**config.mk**
```make
export PLATFORM = sky130hd
export DESIGN_NAME = ssd_status_bank
export DESIGN_NICKNAME = d
export VERILOG_FILES = /design/src/ssd_pkg.sv /design/src/ssd_status_bank.sv
export SDC_FILE = /design/constraint.sdc
export NUM_CORES = 1
export LEC_CHECK = 0
export BUFFER_PORTS_ARGS = -buffer_cell sky130_fd_sc_hd__clkbuf_2
export CORE_MARGIN = 4
export CORE_UTILIZATION = 47
export DETAILED_ROUTE_END_ITERATION = 16
export HOLD_SLACK_MARGIN = 0.1
export PLACE_DENSITY = 0.86
export RECOVER_POWER = 100
export SLEW_MARGIN = 20
export SYNTH_ARGS = -nofsm -noshare
export SYNTH_HDL_FRONTEND = slang
export SYNTH_SLANG_ARGS = --single-unit
export TNS_END_PERCENT = 20
```
**constraint.sdc**
```tcl
create_clock -name clk_i -period 3 [get_ports clk_i]
set_clock_uncertainty 0.05 [all_clocks]
set_input_delay 0.3 -clock clk_i [delete_from_list [all_inputs] [get_ports clk_i]]
set_output_delay 0.3 -clock clk_i [all_outputs]
set_load 0.005 [all_outputs]
```
**src/ssd_pkg.sv**
```systemverilog
// Constants and types for the status, identity and readback register bank
package ssd_pkg;

  // ==========================================================
  // Command codes (decoded SPI instructions)
  typedef enum logic [2:0] {
    SSD_CMD_NONE,
    SSD_CMD_READ_DEVICE_CODE,
    SSD_CMD_READ_REVISION,
    SSD_CMD_CLEAR_DIAG,
    SSD_CMD_READ_INPUTS_LOW,
    SSD_CMD_READ_INPUTS_HIGH,
    SSD_CMD_WRITE_SUPPLY_CFG,
    SSD_CMD_READ_SUPPLY_CFG
  } ssd_cmd_t;

  // ==========================================================
  // Identity values (arbitrary, neutral)
  localparam logic [7:0] SSD_DEVICE_CODE   = 8'h5A;
  localparam logic [3:0] SSD_SW_REV        = 4'h1;
  localparam logic [3:0] SSD_MASK_REV      = 4'h2;

  // ==========================================================
  // Supply status/config field positions
  localparam int SSD_BIT_OV        = 0;
  localparam int SSD_BIT_UV        = 1;
  localparam int SSD_BIT_EN_PIN    = 2;
  localparam int SSD_BIT_FAULT     = 3;
  localparam int SSD_BIT_OT        = 4;
  localparam int SSD_BIT_OV_LATCH  = 5;
  localparam int SSD_BIT_TEST_SEL  = 6;
  localparam int SSD_BIT_TEST_OFF  = 7;

  // ==========================================================
  // Reset values and sizes
  localparam logic [7:0]  SSD_DIAG_RESET  = 8'hFF;
  localparam logic [15:0] SSD_FRAME_RESET = 16'hFFFF;
  localparam int          SSD_NUM_DIAG    = 5;
  localparam int          SSD_TEST_BIT    = 8;
  localparam int          SSD_NUM_STAGES  = 18;

endpackage : ssd_pkg

```
**src/ssd_status_bank.sv**
```systemverilog
// Status, identity, input readback and diagnostic clear logic
// How it works
// - Device-code read returns eight-bit read-only identity code.
// - Revision read: software release upper nibble, mask set lower.
// - Clear command sets fault-free bits of the five fault registers and the overtemp flag to one.
// - Clear only releases bits whose fault input is absent.
// - Clear is a write with any data byte; the byte is ignored.
// - Clear restarts stages shut off by short, filter timer restarted.
// - Clear leaves current limitation; re-entered if short persists.
// - Low readback: inputs one to five in bits 0-4, bit 5 zero.
// - Low readback bit 6 is fast-bus test bit of last frame.
// - Low readback bit 7 is inverted input eight level.
// - High readback: inputs nine to fifteen in bits 0-6, bit 7 zero.
// - Readback samples live unlatched pin levels at the read.
// - Multiplex select zero disables pull-ups on inputs 1-5, 9-15.
// - Bit 0 low while overvoltage present or stored; latch disable clears.
// - Stored overvoltage survives external reset; cleared by undervoltage reset.
// - Bit 1 low while supply is in undervoltage.
// - Bit 2 shows current output-enable pin level.
// - Bit 3 low when any fault register holds a fault.
// - Bit 4 sticky overtemp, cleared by clear, reset low, undervoltage.
// - Bit 5 enables overvoltage latching, resets to one.
// - Bit 6 picks lower or upper threshold test, resets to one.
// - Bit 7 zero turns threshold test on, resets to one.
// - Multiplex select one: parallel inputs; zero: fast serial bus.
// - Fast-bus frame captured in sixteen-bit register on sync rising.
// - Supply out of range drives enable pin low, stages off.
`timescale 1ns/1ps

module ssd_status_bank (
  // Clock and resets
  input  wire logic               clk_i,
  input  wire logic               reset_n_i,
  input  wire logic               uv_reset_n_i,
  // Decoded instruction port
  input  wire ssd_pkg::ssd_cmd_t  cmd_i,
  input  wire logic               cmd_valid_i,
  input  wire logic [7:0]         cmd_wdata_i,
  output logic [7:0]              cmd_rdata_o,
  output logic                    cmd_rvalid_o,
  // Parallel input pins and multiplex
  input  wire logic [15:1]        par_in_i,
  input  wire logic               bus_multiplex_select_i,
  output logic                    pullup_en_o,
  output logic                    parallel_ctrl_en_o,
  // Fast serial bus
  input  wire logic               fast_bus_data_i,
  input  wire logic               fast_bus_clk_i,
  input  wire logic               frame_sync_input_i,
  output logic [15:0]             fast_frame_o,
  // Supply monitor
  input  wire logic               supply_ov_i,
  input  wire logic               supply_uv_i,
  output logic                    threshold_test_on_o,
  output logic                    threshold_test_select_o,
  // Output enable pin (open drain)
  input  wire logic               output_enable_pin_i,
  output logic                    output_enable_pin_o,
  output logic                    output_enable_pin_oe_o,
  output logic                    stages_off_o,
  // Channel faults
  input  wire logic [39:0]        fault_in_i,
  input  wire logic [17:0]        ot_in_i,
  input  wire logic [17:0]        scb_in_i,
  output logic [39:0]             channel_fault_regs_o,
  output logic [17:0]             scb_restart_o,
  output logic                    clear_pulse_o
);
  import ssd_pkg::*;

  // ==========================================================
  // Helpers
  // Rising edge between present and previous sample
  function automatic logic rose_now(input logic cur, input logic prev);
    return cur && !prev;
  endfunction : rose_now

  // Strobe for one decoded command
  function automatic logic cmd_hit(input ssd_cmd_t want,
                                   input ssd_cmd_t got,
                                   input logic     valid);
    return valid && (got == want);
  endfunction : cmd_hit

  // ==========================================================
  // Pin synchronisers: three stages, change accepted when 2,3 agree
  localparam int NS = 20;
  logic [NS-1:0] s1_q, s2_q, s3_q, pin_q;
  logic [NS-1:0] raw;
  assign raw = {output_enable_pin_i, fast_bus_data_i, fast_bus_clk_i,
                frame_sync_input_i, supply_uv_i, par_in_i};

  always_ff @(posedge clk_i or negedge reset_n_i) begin
    if (!reset_n_i) begin
      s1_q  <= '0;
      s2_q  <= '0;
      s3_q  <= '0;
      pin_q <= '0;
    end else begin
      s1_q <= raw;
      s2_q <= s1_q;
      s3_q <= s2_q;
      for (int i = 0; i < NS; i++) begin
        if (s2_q[i] == s3_q[i]) begin
          pin_q[i] <= s3_q[i];
        end
      end
    end
  end

  logic [15:1] pin_in;
  logic        sync_l, fclk_l, fdat_l, ov_l, uv_l, en_pin_l;
  assign pin_in   = pin_q[14:0];
  assign uv_l     = pin_q[15];
  assign sync_l   = pin_q[16];
  assign fclk_l   = pin_q[17];
  assign fdat_l   = pin_q[18];
  assign en_pin_l = pin_q[19];

  // ==========================================================
  // Overvoltage synchroniser, cleared only by undervoltage reset
  // Keeps detecting while external reset is low
  logic ov_s1_q, ov_s2_q, ov_s3_q, ov_pin_q;
  always_ff @(posedge clk_i or negedge uv_reset_n_i) begin
    if (!uv_reset_n_i) begin
      ov_s1_q  <= 1'b0;
      ov_s2_q  <= 1'b0;
      ov_s3_q  <= 1'b0;
      ov_pin_q <= 1'b0;
    end else begin
      ov_s1_q <= supply_ov_i;
      ov_s2_q <= ov_s1_q;
      ov_s3_q <= ov_s2_q;
      if (ov_s2_q == ov_s3_q) begin
        ov_pin_q <= ov_s3_q;
      end
    end
  end
  assign ov_l = ov_pin_q;

  // ==========================================================
  // Fast serial bus receiver
  logic        fclk_d1_q, sync_d1_q;
  logic [15:0] shift_q, frame_q;
  // Previous samples for edge detection; both idle low
  always_ff @(posedge clk_i or negedge reset_n_i) begin
    if (!reset_n_i) begin
      fclk_d1_q <= 1'b0;
      sync_d1_q <= 1'b0;
    end else begin
      fclk_d1_q <= fclk_l;
      sync_d1_q <= sync_l;
    end
  end

  // First bit sent ends in bit 0 after sixteen clocks
  always_ff @(posedge clk_i or negedge reset_n_i) begin
    if (!reset_n_i) begin
      shift_q <= SSD_FRAME_RESET;
    end else if (rose_now(fclk_l, fclk_d1_q)) begin
      shift_q <= {fdat_l, shift_q[15:1]};
    end
  end

  always_ff @(posedge clk_i or negedge reset_n_i) begin
    if (!reset_n_i) begin
      frame_q <= SSD_FRAME_RESET;
    end else if (rose_now(sync_l, sync_d1_q)) begin
      frame_q <= shift_q;
    end
  end
  assign fast_frame_o = frame_q;

  assign parallel_ctrl_en_o = bus_multiplex_select_i;
  assign pullup_en_o        = bus_multiplex_select_i;

  // ==========================================================
  // Command strobes
  logic clr;
  logic wr_cfg;
  assign clr    = cmd_hit(SSD_CMD_CLEAR_DIAG, cmd_i, cmd_valid_i);
  assign wr_cfg = cmd_hit(SSD_CMD_WRITE_SUPPLY_CFG, cmd_i, cmd_valid_i);
  assign clear_pulse_o = clr;

  // ==========================================================
  // Configuration bits 7..5
  logic ov_latch_en_q, test_sel_q, test_off_q;
  always_ff @(posedge clk_i or negedge reset_n_i) begin
    if (!reset_n_i) begin
      ov_latch_en_q <= 1'b1;
    end else if (wr_cfg) begin
      ov_latch_en_q <= cmd_wdata_i[SSD_BIT_OV_LATCH];
    end
  end

  always_ff @(posedge clk_i or negedge reset_n_i) begin
    if (!reset_n_i) begin
      test_sel_q <= 1'b1;
    end else if (wr_cfg) begin
      test_sel_q <= cmd_wdata_i[SSD_BIT_TEST_SEL];
    end
  end

  // only bits 7..5 writable, status bits have no store
  always_ff @(posedge clk_i or negedge reset_n_i) begin
    if (!reset_n_i) begin
      test_off_q <= 1'b1;
    end else if (wr_cfg) begin
      test_off_q <= cmd_wdata_i[SSD_BIT_TEST_OFF];
    end
  end
  assign threshold_test_on_o     = !test_off_q;
  // selection only acts in test mode
  assign threshold_test_select_o = !test_off_q && test_sel_q;

  // ==========================================================
  // Stored overvoltage: not cleared by external reset
  logic ov_stored_q;
  // only undervoltage reset or latch disable erases
  always_ff @(posedge clk_i or negedge uv_reset_n_i) begin
    if (!uv_reset_n_i) begin
      ov_stored_q <= 1'b0;
    end else if (ov_l && ov_latch_en_q) begin
      ov_stored_q <= 1'b1;
    end else if (!ov_latch_en_q) begin
      ov_stored_q <= 1'b0;
    end
  end

  logic ov_seen, supply_bad;
  assign ov_seen    = ov_l || ov_stored_q;
  assign supply_bad = ov_seen || uv_l;
  // pull enable pin low, stages off
  // Open drain: the pin is only ever pulled low, never driven high
  assign output_enable_pin_o    = 1'b0;
  assign output_enable_pin_oe_o = supply_bad;
  assign stages_off_o           = supply_bad || !en_pin_l;

  // ==========================================================
  // Channel fault registers (2 bits per stage, 11 = ok)
  logic [39:0] diag_q;
  always_ff @(posedge clk_i or negedge reset_n_i) begin
    if (!reset_n_i) begin
      diag_q <= {SSD_NUM_DIAG{SSD_DIAG_RESET}};
    end else if (uv_l) begin
      diag_q <= {SSD_NUM_DIAG{SSD_DIAG_RESET}};
    end else begin
      for (int i = 0; i < 40; i++) begin
        // fault at input wins over clear
        if (!fault_in_i[i]) begin
          diag_q[i] <= 1'b0;
        end else if (clr) begin
          diag_q[i] <= 1'b1;
        end
      end
    end
  end
  assign channel_fault_regs_o = diag_q;

  // current limitation left, re-entered if short stays
  always_ff @(posedge clk_i or negedge reset_n_i) begin
    if (!reset_n_i) begin
      scb_restart_o <= '0;
    end else begin
      scb_restart_o <= clr ? scb_in_i : '0;
    end
  end

  // ==========================================================
  // Common overtemperature flag
  logic ot_flag_q;
  always_ff @(posedge clk_i or negedge reset_n_i) begin
    if (!reset_n_i) begin
      ot_flag_q <= 1'b1;
    end else if (|ot_in_i) begin
      ot_flag_q <= 1'b0;
    end else if (uv_l) begin
      ot_flag_q <= 1'b1;
    // released only if no fault present
    end else if (clr) begin
      ot_flag_q <= 1'b1;
    end
  end

  // ==========================================================
  // Status/config assembly
  logic [7:0] stat;
  always_comb begin
    stat = '0;
    stat[SSD_BIT_OV]       = !ov_seen;
    stat[SSD_BIT_UV]       = !uv_l;
    stat[SSD_BIT_EN_PIN]   = en_pin_l;
    stat[SSD_BIT_FAULT]    = &diag_q;
    stat[SSD_BIT_OT]       = ot_flag_q;
    stat[SSD_BIT_OV_LATCH] = ov_latch_en_q;
    stat[SSD_BIT_TEST_SEL] = test_sel_q;
    stat[SSD_BIT_TEST_OFF] = test_off_q;
  end

  // ==========================================================
  // Input readback bytes from live synchronised levels
  logic [7:0] inp_low, inp_high;
  always_comb begin
    inp_low      = '0;
    // inputs one to five, bit 5 stays zero
    inp_low[4:0] = pin_in[5:1];
    inp_low[5]   = 1'b0;
    // test bit from last latched frame
    inp_low[6]   = frame_q[SSD_TEST_BIT];
    inp_low[7]   = !pin_in[8];
  end

  // inputs nine to fifteen, bit 7 zero
  always_comb begin
    inp_high      = '0;
    inp_high[6:0] = pin_in[15:9];
    inp_high[7]   = 1'b0;
  end

  // ==========================================================
  // Read data
  logic [7:0] rd_d;
  always_comb begin
    case (cmd_i)
      SSD_CMD_READ_DEVICE_CODE: rd_d = SSD_DEVICE_CODE;
      SSD_CMD_READ_REVISION:    rd_d = {SSD_SW_REV, SSD_MASK_REV};
      SSD_CMD_READ_INPUTS_LOW:  rd_d = inp_low;
      SSD_CMD_READ_INPUTS_HIGH: rd_d = inp_high;
      SSD_CMD_READ_SUPPLY_CFG:  rd_d = stat;
      default:                  rd_d = 8'h00;
    endcase
  end

  // Answer strobe, one cycle after the command
  always_ff @(posedge clk_i or negedge reset_n_i) begin
    if (!reset_n_i) begin
      cmd_rvalid_o <= 1'b0;
    end else begin
      cmd_rvalid_o <= cmd_valid_i;
    end
  end

  // Read byte holds until the next command
  always_ff @(posedge clk_i or negedge reset_n_i) begin
    if (!reset_n_i) begin
      cmd_rdata_o <= 8'h00;
    end else if (cmd_valid_i) begin
      cmd_rdata_o <= rd_d;
    end
  end

endmodule : ssd_status_bank

```
==> results by group, run 1 <==
Setup path
  – Crit path max fanout: 1
  – Crit path max-delay family: buffers and inverters
  – Crit-path most repeated cell: dlygate4sd3_1
  – Startpoint types: input pin
  – Setup crit end kind: register
  – CP cell instances: dlygate4sd3_1 > clkbuf_2 > nor4_1 > dlygate4sd3_1 > nand3_1 > dlygate4sd3_1 > nor2_1 > dlygate4sd3_1
  – CP Class: in2reg
  – CP max-delay cell: dlygate4sd3_1
  – CP arrival: slightly above 3000 ps
  – Critical Path RT: between 3000 and 4000 ps
  – Crit path largest cell delay: roughly 600 ps
  – Worst Path Buf+Inv: 5

Drt
  – Post-route ant nets: 0
  – Via count: between 4,000 and 5,000
  – First DRT Iteration DRCs: between 200 and 300
  – Vias per cell: around 5
  – Drt pass-1 iters: 4
  – DRC violations left: 0
  – Final wirelength: 15.6 mm
  – Average wire per cell in the routed design: roughly 17 um

STA
  – Final Setup Violations: 0
  – Tcrit/Tclk final: 0.930
  – Fin. Hold Viols: 0
  – Pins Over Slew Limit: 0
  – RSZ-0062 raised after global routing: false
  – Worst-Margin Slew: roughly 1500 ps
  – Relative slew margins: 0.0244
  – Setup ws final: between 200 and 250 ps
  – Final min period: ~2800 ps
  – Fin Setup TNS: 0 ps
  – F_max: about 360 MHz
  – Hold slack: approximately 200 ps

Synth
  – Synth unique cells: 34
  – Main synth FF type: dfrtp_1
  – Syn_nets: ~550
  – Seq/Total Area, Yosys: 0.737
  – Share of the synthesized area in the top cell type: 0.421
  – Gate Count Post-Synth: about 430
  – Syn avg cell area: approximately 15 um2
  – Leading cell types by total area after synthesis: dfrtp_1 (42%), dfstp_2 (32%), mux2_2 (6.6%), o21ai_0 (3.3%), maj3_1 (3.0%)
  – Post-synth design cell area: between 6000 and 7000 um2
  – Asr flop ratio synth: 1.00
  – Synth Register Bits: around 180
  – Number of flops mapped to enable cells by yosys: 0
  – Area leader, netlist: dfrtp_1
  – Yosys warning count: 0

Global route
  – Largest net degree at the start of global routing: ~120
  – Antenna violations before repair: 0
  – Grt ovf: 0
  – Met2 GRT Util: 0.367
  – GR peak layer: met2
  – GRT met1 Usage: 0.229
  – GR Util met3: 0.0554
  – Vias in the first global route: between 4,000 and 5,000
  – First-pass GRT wire length: between 20 and 25 mm
  – GR Util All Layers: 0.206

Clocking
  – CTS root buf: clkbuf_16
  – CTS clock-pin slew for the worst setup and hold paths: about 70 ps
  – Bufs on Longest Clock Path: 2
  – CTS tree: yes
  – Cts-stage hold buffer count: between 80 and 90
  – Setup bufs post-CTS: 0
  – # clock sinks: 182
  – Post-cts resize count: 0
  – Clk_lat worst skew: around 420 ps
  – CTS Buf Count: 17
  – Htree depth: 4

Placement
  – Dpl ws: 1180 ps
  – Placed Cells: 780
  – # port buffers: about 190
  – DP HPWL: between 9 and 10 mm
  – Placer Congestion: between 0.7 and 0.8

Die
  – CORE AREA: roughly 13,000 um2
  – Ports: roughly 200
  – FP Rows: 42
  – Total die area: 15,300 um2
  – Initial Utilization: 0.478
  – Chip height: roughly 120 um
  – Die X: 124 um

Finish
  – Area grow syn2layout: 38.8%
  – # nets final: 822
  – Fraction of layout instances using a drive strength above 1: 0.350
  – Final Non-Filler Cells: 898
  – Antenna cells: 0

Run
  – Max cap viols: 0

Power
  – Power, Total: 6160 uW
  – Peak supply drop: roughly 0.54 mV
  – Pleak: about 0.004 uW
  – PD cells: about 700 nW/um2

Run status
  – Outcome: finished clean

Worst hold path
  – Hold Path Class: in2async
==> metal layers <==
| metal | wire length (um) | vias to the layer above |
|---|---|---|
| met5 | 0 | - |
| met1 | 5890 | 2213 |
| met3 | 1140 | 37 |
| li1 | - | 2025 |
| met4 | 384 | 0 |
| met2 | 8160 | 194 |
==> worst register-to-register path: stages, from the launching register on <==
cell and delay [ps]:
dfrtp_1 360, inv_1 590, a22o_1 420, a221o_1 290
mux2_4 260
==> synthesized netlist by cell type (6+ instances only) <==
| cell | count |
|---|---|
| dfstp_2 | 76 |
| o21ai_0 | 41 |
| mux2_2 | 37 |
| nand4_1 | 11 |
| nor4_1 | 6 |
| buf_4 | 6 |
| and2_1 | 19 |
| buf_2 | 10 |
| nand2_1 | 43 |
| maj3_1 | 19 |
| inv_1 | 7 |
| dfrtp_1 | 106 |
| clkbuf_1 | 6 |
==> state kept, by name (all words and copies together) (netlist names), 8 cells and up <==
register / flops
fast_frame_o: 16
shift_q: 16
s1_q: 18
channel_fault_regs_o: 40
scb_restart_o: 18
s2_q: 18
pin_q: 18
cmd_rdata_o: 8
s3_q: 18
==> area by class of cell <==
| type | count | area (um2) |
|---|---|---|
| Clock buffer | 19 | 433 |
| Clock inverter | 13 | 123 |
| Fill cell | 906 | 4440 |
| Inverter | 8 | 30.0 |
| Multi-Input combinational cell | 219 | 1500 |
| Sequential cell | 182 | 4650 |
| Tap cell | 176 | 220 |
| Timing Repair Buffer | 281 | 1800 |
==> final timing paths <==
check,from,endpoint,slack [ps],depth (start not counted)
max in group asynchronous,reset_n_i,cmd_rvalid_o,970,3
worst max-delay path,ot_in_i[6],ot_flag_q,210,8
worst min-delay path,uv_reset_n_i,ov_stored_q,200,2
min in group clk_i,cmd_i[2],cmd_rdata_o[5],230,3
worst max register to register,pin_q[15],cmd_rdata_o[1],910,4
worst min register to register,s1_q[8],s2_q[8],300,0
==> cell families after synthesis <==
family,Yosys count,share of synthesized area
XOR/XNOR,1,0.00139
AO/OA/AOI/OAI,57,0.0520
AND/OR/NAND/NOR,101,0.0810
buffers and inverters,31,0.0252
other,1,0.000595
adder cells (fa/ha/maj),19,0.0302
multiplexers,40,0.0724
flip-flops,182,0.737
==> cells in the final DEF, fill, tap and decap left out, types with 5 or more instances in the layout <==
cell type      instances
and2_0                13
and2_1                 6
clkbuf_1              37
clkbuf_16             17
clkbuf_2             157
dfrtp_1              106
dfstp_1               50
dfstp_2               26
dlygate4sd3_1         86
inv_1                  8
inv_6                  5
maj3_1                19
mux2_2                36
nand2_1               43
nand3_1                5
nand4_1               11
nor2_1                 5
nor4_1                 6
o21ai_0               41
==> through the flow <==
step | instance area (um2) | util
floorplan | 6310 | -
global placement | 7400 | 0.561
detailed placement | 7400 | 0.561
CTS | 8820 | 0.668
global route | 8750 | 0.664
finish | 8750 | 0.664
==> power breakdown <==
| group | total, uW | switching [uW] | leakage (uW) | internal, uW |
|---|---|---|---|---|
| Clock | 2080 | 928 | 0.000273 | 1160 |
| Combinational | 858 | 383 | 0.00162 | 476 |
| Sequential | 3210 | 246 | 0.00205 | 2970 |
| Total | 6160 | 1560 | 0.00394 | 4600 |
(Power assumes the default switching activity.)
==> inputs of run 2 (changes only) <==
- PLACE_DENSITY: 0.86 -> 0.73
- clock period: 3 -> 3.5 ns (I/O delays scaled with it)
==> results by group, run 2 (synthesized netlist as in run 1, its figures left out) <==
Global route
  – Antenna violations before repair: 0
  – GR Util All Layers: 0.208
  – Vias in the first global route: 4,719
  – Largest net degree at the start of global routing: between 100 and 150
  – Grt ovf: 0
  – First-pass GRT wire length: 23.9 mm

Die
  – Initial Utilization: 0.478
  – FP Rows: 42
  – Ports: about 200
  – CORE AREA: 13,200 um2
  – Total die area: approximately 15,000 um2
  – Die X: between 100 and 150 um
  – Chip height: 124 um

Finish
  – Multi-input logic area: between 1000 and 1500 um2
  – Number of flip-flops in the largest register: 40
  – Most common cell after layout, fill and taps aside: clkbuf_2
  – Flip-flop and latch area: 4650 um2
  – Commonest cells after routing, fill and taps aside: clkbuf_2 (159), dfrtp_1 (106), dlygate4sd3_1 (84)
  – Fraction of layout instances using a drive strength above 1: 0.363
  – Final Non-Filler Cells: between 800 and 900
  – Fill cells: 936
  – Area grow syn2layout: 39.6%
  – Antenna cells: 0
  – Final instance area: a little under 9000 um2
  – # nets final: between 800 and 900

Placement
  – Placer Congestion: around 0.79
  – Post-DP Area: roughly 7400 um2
  – # port buffers: approximately 190
  – DP HPWL: between 9 and 10 mm
  – Placed Cells: 780

Setup path
  – CP cell instances: dlygate4sd3_1 > clkbuf_2 > nor4_1 > dlygate4sd3_1 > nand3_1 > dlygate4sd3_1 > nor2_1 > dlygate4sd3_1
  – CP arrival: 3300 ps
  – CP max-delay cell: dlygate4sd3_1
  – Startpoint types: input pin
  – Crit path largest cell delay: 650 ps
  – CP Class: in2reg
  – Setup crit end kind: register
  – Worst Path Buf+Inv: 5
  – Crit path max fanout: 1
  – Crit path max-delay family: buffers and inverters
  – Crit-path most repeated cell: dlygate4sd3_1
  – Critical Path RT: 3810 ps

Power
  – PD cells: approximately 600 nW/um2
  – Peak supply drop: roughly 0.32 mV
  – Pleak: between 0.003 and 0.004 uW
  – Power, Total: ~5400 uW

STA
  – Final min period: about 3000 ps
  – Hold slack: 115 ps
  – Relative slew margins: -0.591
  – Pins Over Slew Limit: 101
  – Worst-Margin Slew: ~2400 ps
  – F_max: between 300 and 400 MHz
  – Final Setup Violations: 0
  – Tcrit/Tclk final: 0.854
  – Fin. Hold Viols: 0
  – Fin Setup TNS: 0 ps
  – RSZ-0062 raised after global routing: false

Clocking
  – # clock sinks: ~180
  – Htree depth: 4
  – CTS Buf Count: 17
  – Clk_lat worst skew: roughly 420 ps
  – CTS root buf: clkbuf_16
  – CTS clock-pin slew for the worst setup and hold paths: 60 ps
  – Bufs on Longest Clock Path: 2
  – CTS tree: yes

Drt
  – DRC violations left: 0
  – Average wire per cell in the routed design: approximately 17 um
  – Vias per cell: 4.94
  – Drt pass-1 iters: 4
  – First DRT Iteration DRCs: between 200 and 250
  – Via count: 4,423
  – Post-route ant nets: 0
  – Final wirelength: 15.2 mm

Worst hold path
  – Hold Path Class: in2reg

Run
  – Max cap viols: 1

Run status
  – Outcome: complete, but fails checks
  – Failing checks: max-capacitance violations, max-slew violations
-- run 2: changes by cell type in the layout (fill, tap and decap cells not counted), sizes merged --
| cell | before | now |
|---|---|---|
| buf | 1 | 3 |
| bufinv | 1 | 3 |
| clkbuf | 212 | 210 |
| clkdlybuf4s25 | 1 | 0 |
| clkinv | 6 | 4 |
| clkinvlp | 1 | 3 |
| dlygate4sd3 | 86 | 84 |
| inv | 13 | 12 |
-- run 2: worst paths after layout --
| kind | depth (start not counted) | from | endpoint | slack (ps) |
|---|---|---|---|---|
| worst max-delay path | 8 | ot_in_i[9] | ot_flag_q | 510 |
| worst min-delay path | 3 | fault_in_i[11] | channel_fault_regs_o[11] | 120 |
| worst max register to register | 4 | pin_q[15] | cmd_rdata_o[1] | 1440 |
| worst min register to register | 0 | s1_q[9] | s2_q[9] | 300 |
| max in group asynchronous | 3 | reset_n_i | channel_fault_regs_o[18] | 870 |
| min in group asynchronous | 2 | uv_reset_n_i | ov_stored_q | 270 |
-- run 2: repair_timing --
item                      in CTS  in global routing
resized for setup              0                  0
buffers inserted               0                  0
hold buffers                  84                  0
hold endpoints to repair     124                  0
-- run 2: area by class of cell --
class | instances | share of cell area
Inverter | 8 | 0.00341
Clock inverter | 14 | 0.0197
Clock buffer | 18 | 0.0499
Multi-Input combinational cell | 219 | 0.170
Tap cell | 176 | 0.0250
Timing Repair Buffer | 279 | 0.204
Sequential cell | 182 | 0.528
-- run 2: metal layers --
layer  global-route usage  wire length, um  up-vias
li1                     -                -     2018
met1                0.237             5960     2211
met2                0.365             7980      159
met3               0.0513              808       35
met4                0.102              439        0
met5                    0                0        -
-- run 2: metrics by stage --
step,util,setup slack (ps)
final,0.668,512
after global routing,0.668,352
after detailed placement,0.561,1580
after CTS,0.671,852
after floorplan,-,2060
after global placement,0.561,1620
-- run 2: power breakdown --
part           leakage [uW]  internal (uW)  total, uW  switching (uW)
clock network      0.000291           1150       1940             788
logic               0.00164            407        732             324
registers           0.00205           2550       2750             200
-- run 2: worst reg2reg max path, delay by kind of cell, from the launching register on --
family,cells,cell delay [ps]
multiplexers,1,250
flip-flops,1,380
buffers and inverters,1,560
AO/OA/AOI/OAI,2,710
==> inputs of run 3 (changes only) <==
- ABC_AREA: default -> 1
==> results by group, run 3 <==
Synth
  – Gate Count Post-Synth: 551
  – Area leader, netlist: dfrtp_1
  – Syn_nets: approximately 660
  – Post-synth design cell area: 6340 um2
  – Top post-synthesis cells by count: nand2_1 (139), dfrtp_1 (106), dfstp_2 (76), o21ai_0 (73), inv_1 (44)
  – Asr flop ratio synth: 1.00
  – Post-synthesis xor/xnor area fraction: 0
  – Post-Synth Simple-Gate Area: 0.125
  – Top-count cell post-synth: nand2_1
  – Largest family of logic cells by synthesized area: simple AND/OR/NAND/NOR gates
  – Synth Area in Adders: 0.0300
  – Number of flops mapped to enable cells by yosys: 0
  – Seq/Total Area, Yosys: 0.734
  – Main synth FF type: dfrtp_1
  – Yosys warning count: 0
  – Synth unique cells: 27
  – Synth Register Bits: approximately 180
  – Syn avg cell area: between 10 and 15 um2
  – Synth Area in Compound Gates: 0.0658
  – Leading cell types by total area after synthesis: dfrtp_1 (42%), dfstp_2 (32%), nand2_1 (8.2%), o21ai_0 (5.8%), maj3_1 (3.0%)
  – Share of the synthesized area in the top cell type: 0.419
  – Multiplexer share of the synthesized area: 0.00178

Global route
  – Grt ovf: 0
  – Largest net degree at the start of global routing: about 100
  – GR Util All Layers: 0.197
  – First-pass GRT wire length: around 23 mm
  – Antenna violations before repair: 0
  – Vias in the first global route: 4,954

Die
  – CORE AREA: 13,200 um2
  – Initial Utilization: 0.478
  – Chip height: between 100 and 150 um
  – FP Rows: 42
  – Die X: roughly 120 um
  – Ports: 204
  – Total die area: roughly 15,000 um2

Clocking
  – CTS tree: yes
  – CTS clock-pin slew for the worst setup and hold paths: approximately 60 ps
  – Setup bufs post-CTS: 0
  – Cts-stage hold buffer count: between 80 and 90
  – Htree depth: 4
  – # clock sinks: ~180
  – Clk_lat worst skew: roughly 420 ps
  – Post-cts resize count: 0
  – CTS Buf Count: 17
  – CTS root buf: clkbuf_16
  – Bufs on Longest Clock Path: 2

STA
  – Worst-Margin Slew: roughly 1100 ps
  – Tcrit/Tclk final: 0.702
  – RSZ-0062 raised after global routing: false
  – Fin Setup TNS: 0 ps
  – F_max: approximately 410 MHz
  – Pins Over Slew Limit: 0
  – Final Setup Violations: 0
  – Relative slew margins: 0.283
  – Fin. Hold Viols: 0
  – Final min period: 2460 ps

Power
  – Pleak: approximately 0.0042 uW
  – Sw power: roughly 1300 uW
  – Peak supply drop: a little over 0.5 mV
  – Comb pwr share: 0.126
  – PD cells: 601 nW/um2
  – Switching Share: 0.245
  – Power, Total: 5330 uW
  – Clk pwr share: 0.379
  – Internal power: between 4000 and 5000 uW
  – Seq pwr share: 0.496

Setup path
  – Setup crit end kind: register
  – Critical path origin: cmd_valid_i
  – Critical Path RT: 3800 ps
  – Worst path depth: 6
  – Startpoint types: input pin
  – Crit-path most repeated cell: clkbuf_1
  – CP arrival: 2760 ps
  – CP max-delay cell: clkbuf_1
  – Worst r2r src: pin_q[16]
  – Reg2Reg Depth: 2
  – Crit path max-delay family: buffers and inverters
  – Crit path largest cell delay: around 860 ps
  – Crit path max fanout: 31
  – Worst Path Buf+Inv: 3
  – CP cell instances: clkbuf_1 > inv_1 > nor3_4 > clkbuf_1 > o21ai_0 > nand2_1
  – CP Class: in2reg

Run
  – Max cap viols: 0

Drt
  – Final wirelength: ~15 mm
  – Via count: between 4,000 and 5,000
  – Top Metal Used: met4
  – First DRT Iteration DRCs: 160
  – Vias per cell: 4.75
  – Drt pass-1 iters: 4
  – Met3 Wirelength: approximately 1.2 mm
  – Met1 WL: 5.74 mm
  – DRC violations left: 0
  – Post-route ant nets: 0
  – Average wire per cell in the routed design: approximately 15 um
  – Met2 wire length: approximately 7.5 mm

Worst hold path
  – Hold path depth: 4
  – Worst Hold Launch: ot_in_i[16]
  – Hold Path Class: in2reg

Finish
  – Commonest cells after routing, fill and taps aside: clkbuf_2 (153), nand2_1 (139), dfrtp_1 (106)
  – Most common cell after layout, fill and taps aside: clkbuf_2
  – Number of flip-flops in the largest register: 40
  – # nets final: 940
  – Area grow syn2layout: 39.9%
  – Fill cells: 1,014
  – Fraction of layout instances using a drive strength above 1: 0.261
  – Antenna cells: 0

Placement
  – DP HPWL: 9.41 mm
  – # port buffers: approximately 190
  – Placer Congestion: 0.761

Run status
  – Outcome: finished clean
==> run 3: cell types whose count changed after synthesis, sizes merged, moves of 9 or more <==
cell   previous run  this run
and2             19         0
buf              17         8
inv               8        46
mux2             39         1
nand2            43       139
nand4            11         1
nor2              6        44
o21ai            41        73
==> run 3: routing by layer <==
metal / global-route usage / vias to the layer above
met5: 0 / -
met2: 0.346 / 198
met4: 0.0726 / 0
li1: - / 2293
met3: 0.0595 / 23
met1: 0.228 / 2309
==> run 3: worst register-to-register path, stage by stage, from the launching register on <==
cell and delay [ps]:
dfrtp_1 400, nand2_1 640, mux2_2 420
==> run 3: worst paths after layout <==
| kind | endpoint | slack (ps) |
|---|---|---|
| max | channel_fault_regs_o[0] | 1040 |
| min | ot_flag_q | 130 |
| max reg2reg | fast_frame_o[0] | 1920 |
| min reg2reg | s2_q[1] | 300 |
| max in group asynchronous | fast_frame_o[7] | 1930 |
| min in group asynchronous | ov_s1_q | 270 |
==> run 3: logic make-up after synthesis <==
logic type | Yosys count
multiplexers | 1
AO/OA/AOI/OAI | 82
buffers and inverters | 67
other | 1
flip-flops | 182
adder cells (fa/ha/maj) | 19
AND/OR/NAND/NOR | 199
==> run 3: power groups by stage <==
stage / Combinational [uW] / Clock [uW] / Sequential, uW
after global routing: 772 / 2160 / 2680
after CTS: 687 / 2070 / 2670
after global placement: 591 / 0 / 2690
final: 669 / 2020 / 2640
after floorplan: 288 / 0 / 2680
after detailed placement: 612 / 0 / 2700
==> run 3: layout make-up <==
class / instances / area (um2) / share of cell area
clock buffer: 19 / 443 / 0.0500
clock inverter: 13 / 194 / 0.0219
inverter: 47 / 176 / 0.0199
multi-input combinational: 302 / 1410 / 0.159
sequential: 182 / 4650 / 0.525
tap: 176 / 220 / 0.0248
timing repair buffer: 277 / 1770 / 0.200
==> run 3: per-stage QoR <==
| stage | hold WS, ps | setup slack (ps) | area [um2] | util | std cells |
|---|---|---|---|---|---|
| 2_1_floorplan | 4.41 | 2030 | 6340 | - | 551 |
| 3_3_place_gp | 118 | 1560 | 7460 | 0.563 | 902 |
| 3_5_place_dp | 125 | 1490 | 7460 | 0.563 | 902 |
| 4_1_cts | 106 | 1570 | 8920 | 0.673 | 1016 |
| 5_1_grt | 152 | 884 | 8860 | 0.669 | 1016 |
| 6_report | 130 | 1040 | 8860 | 0.669 | 1016 |
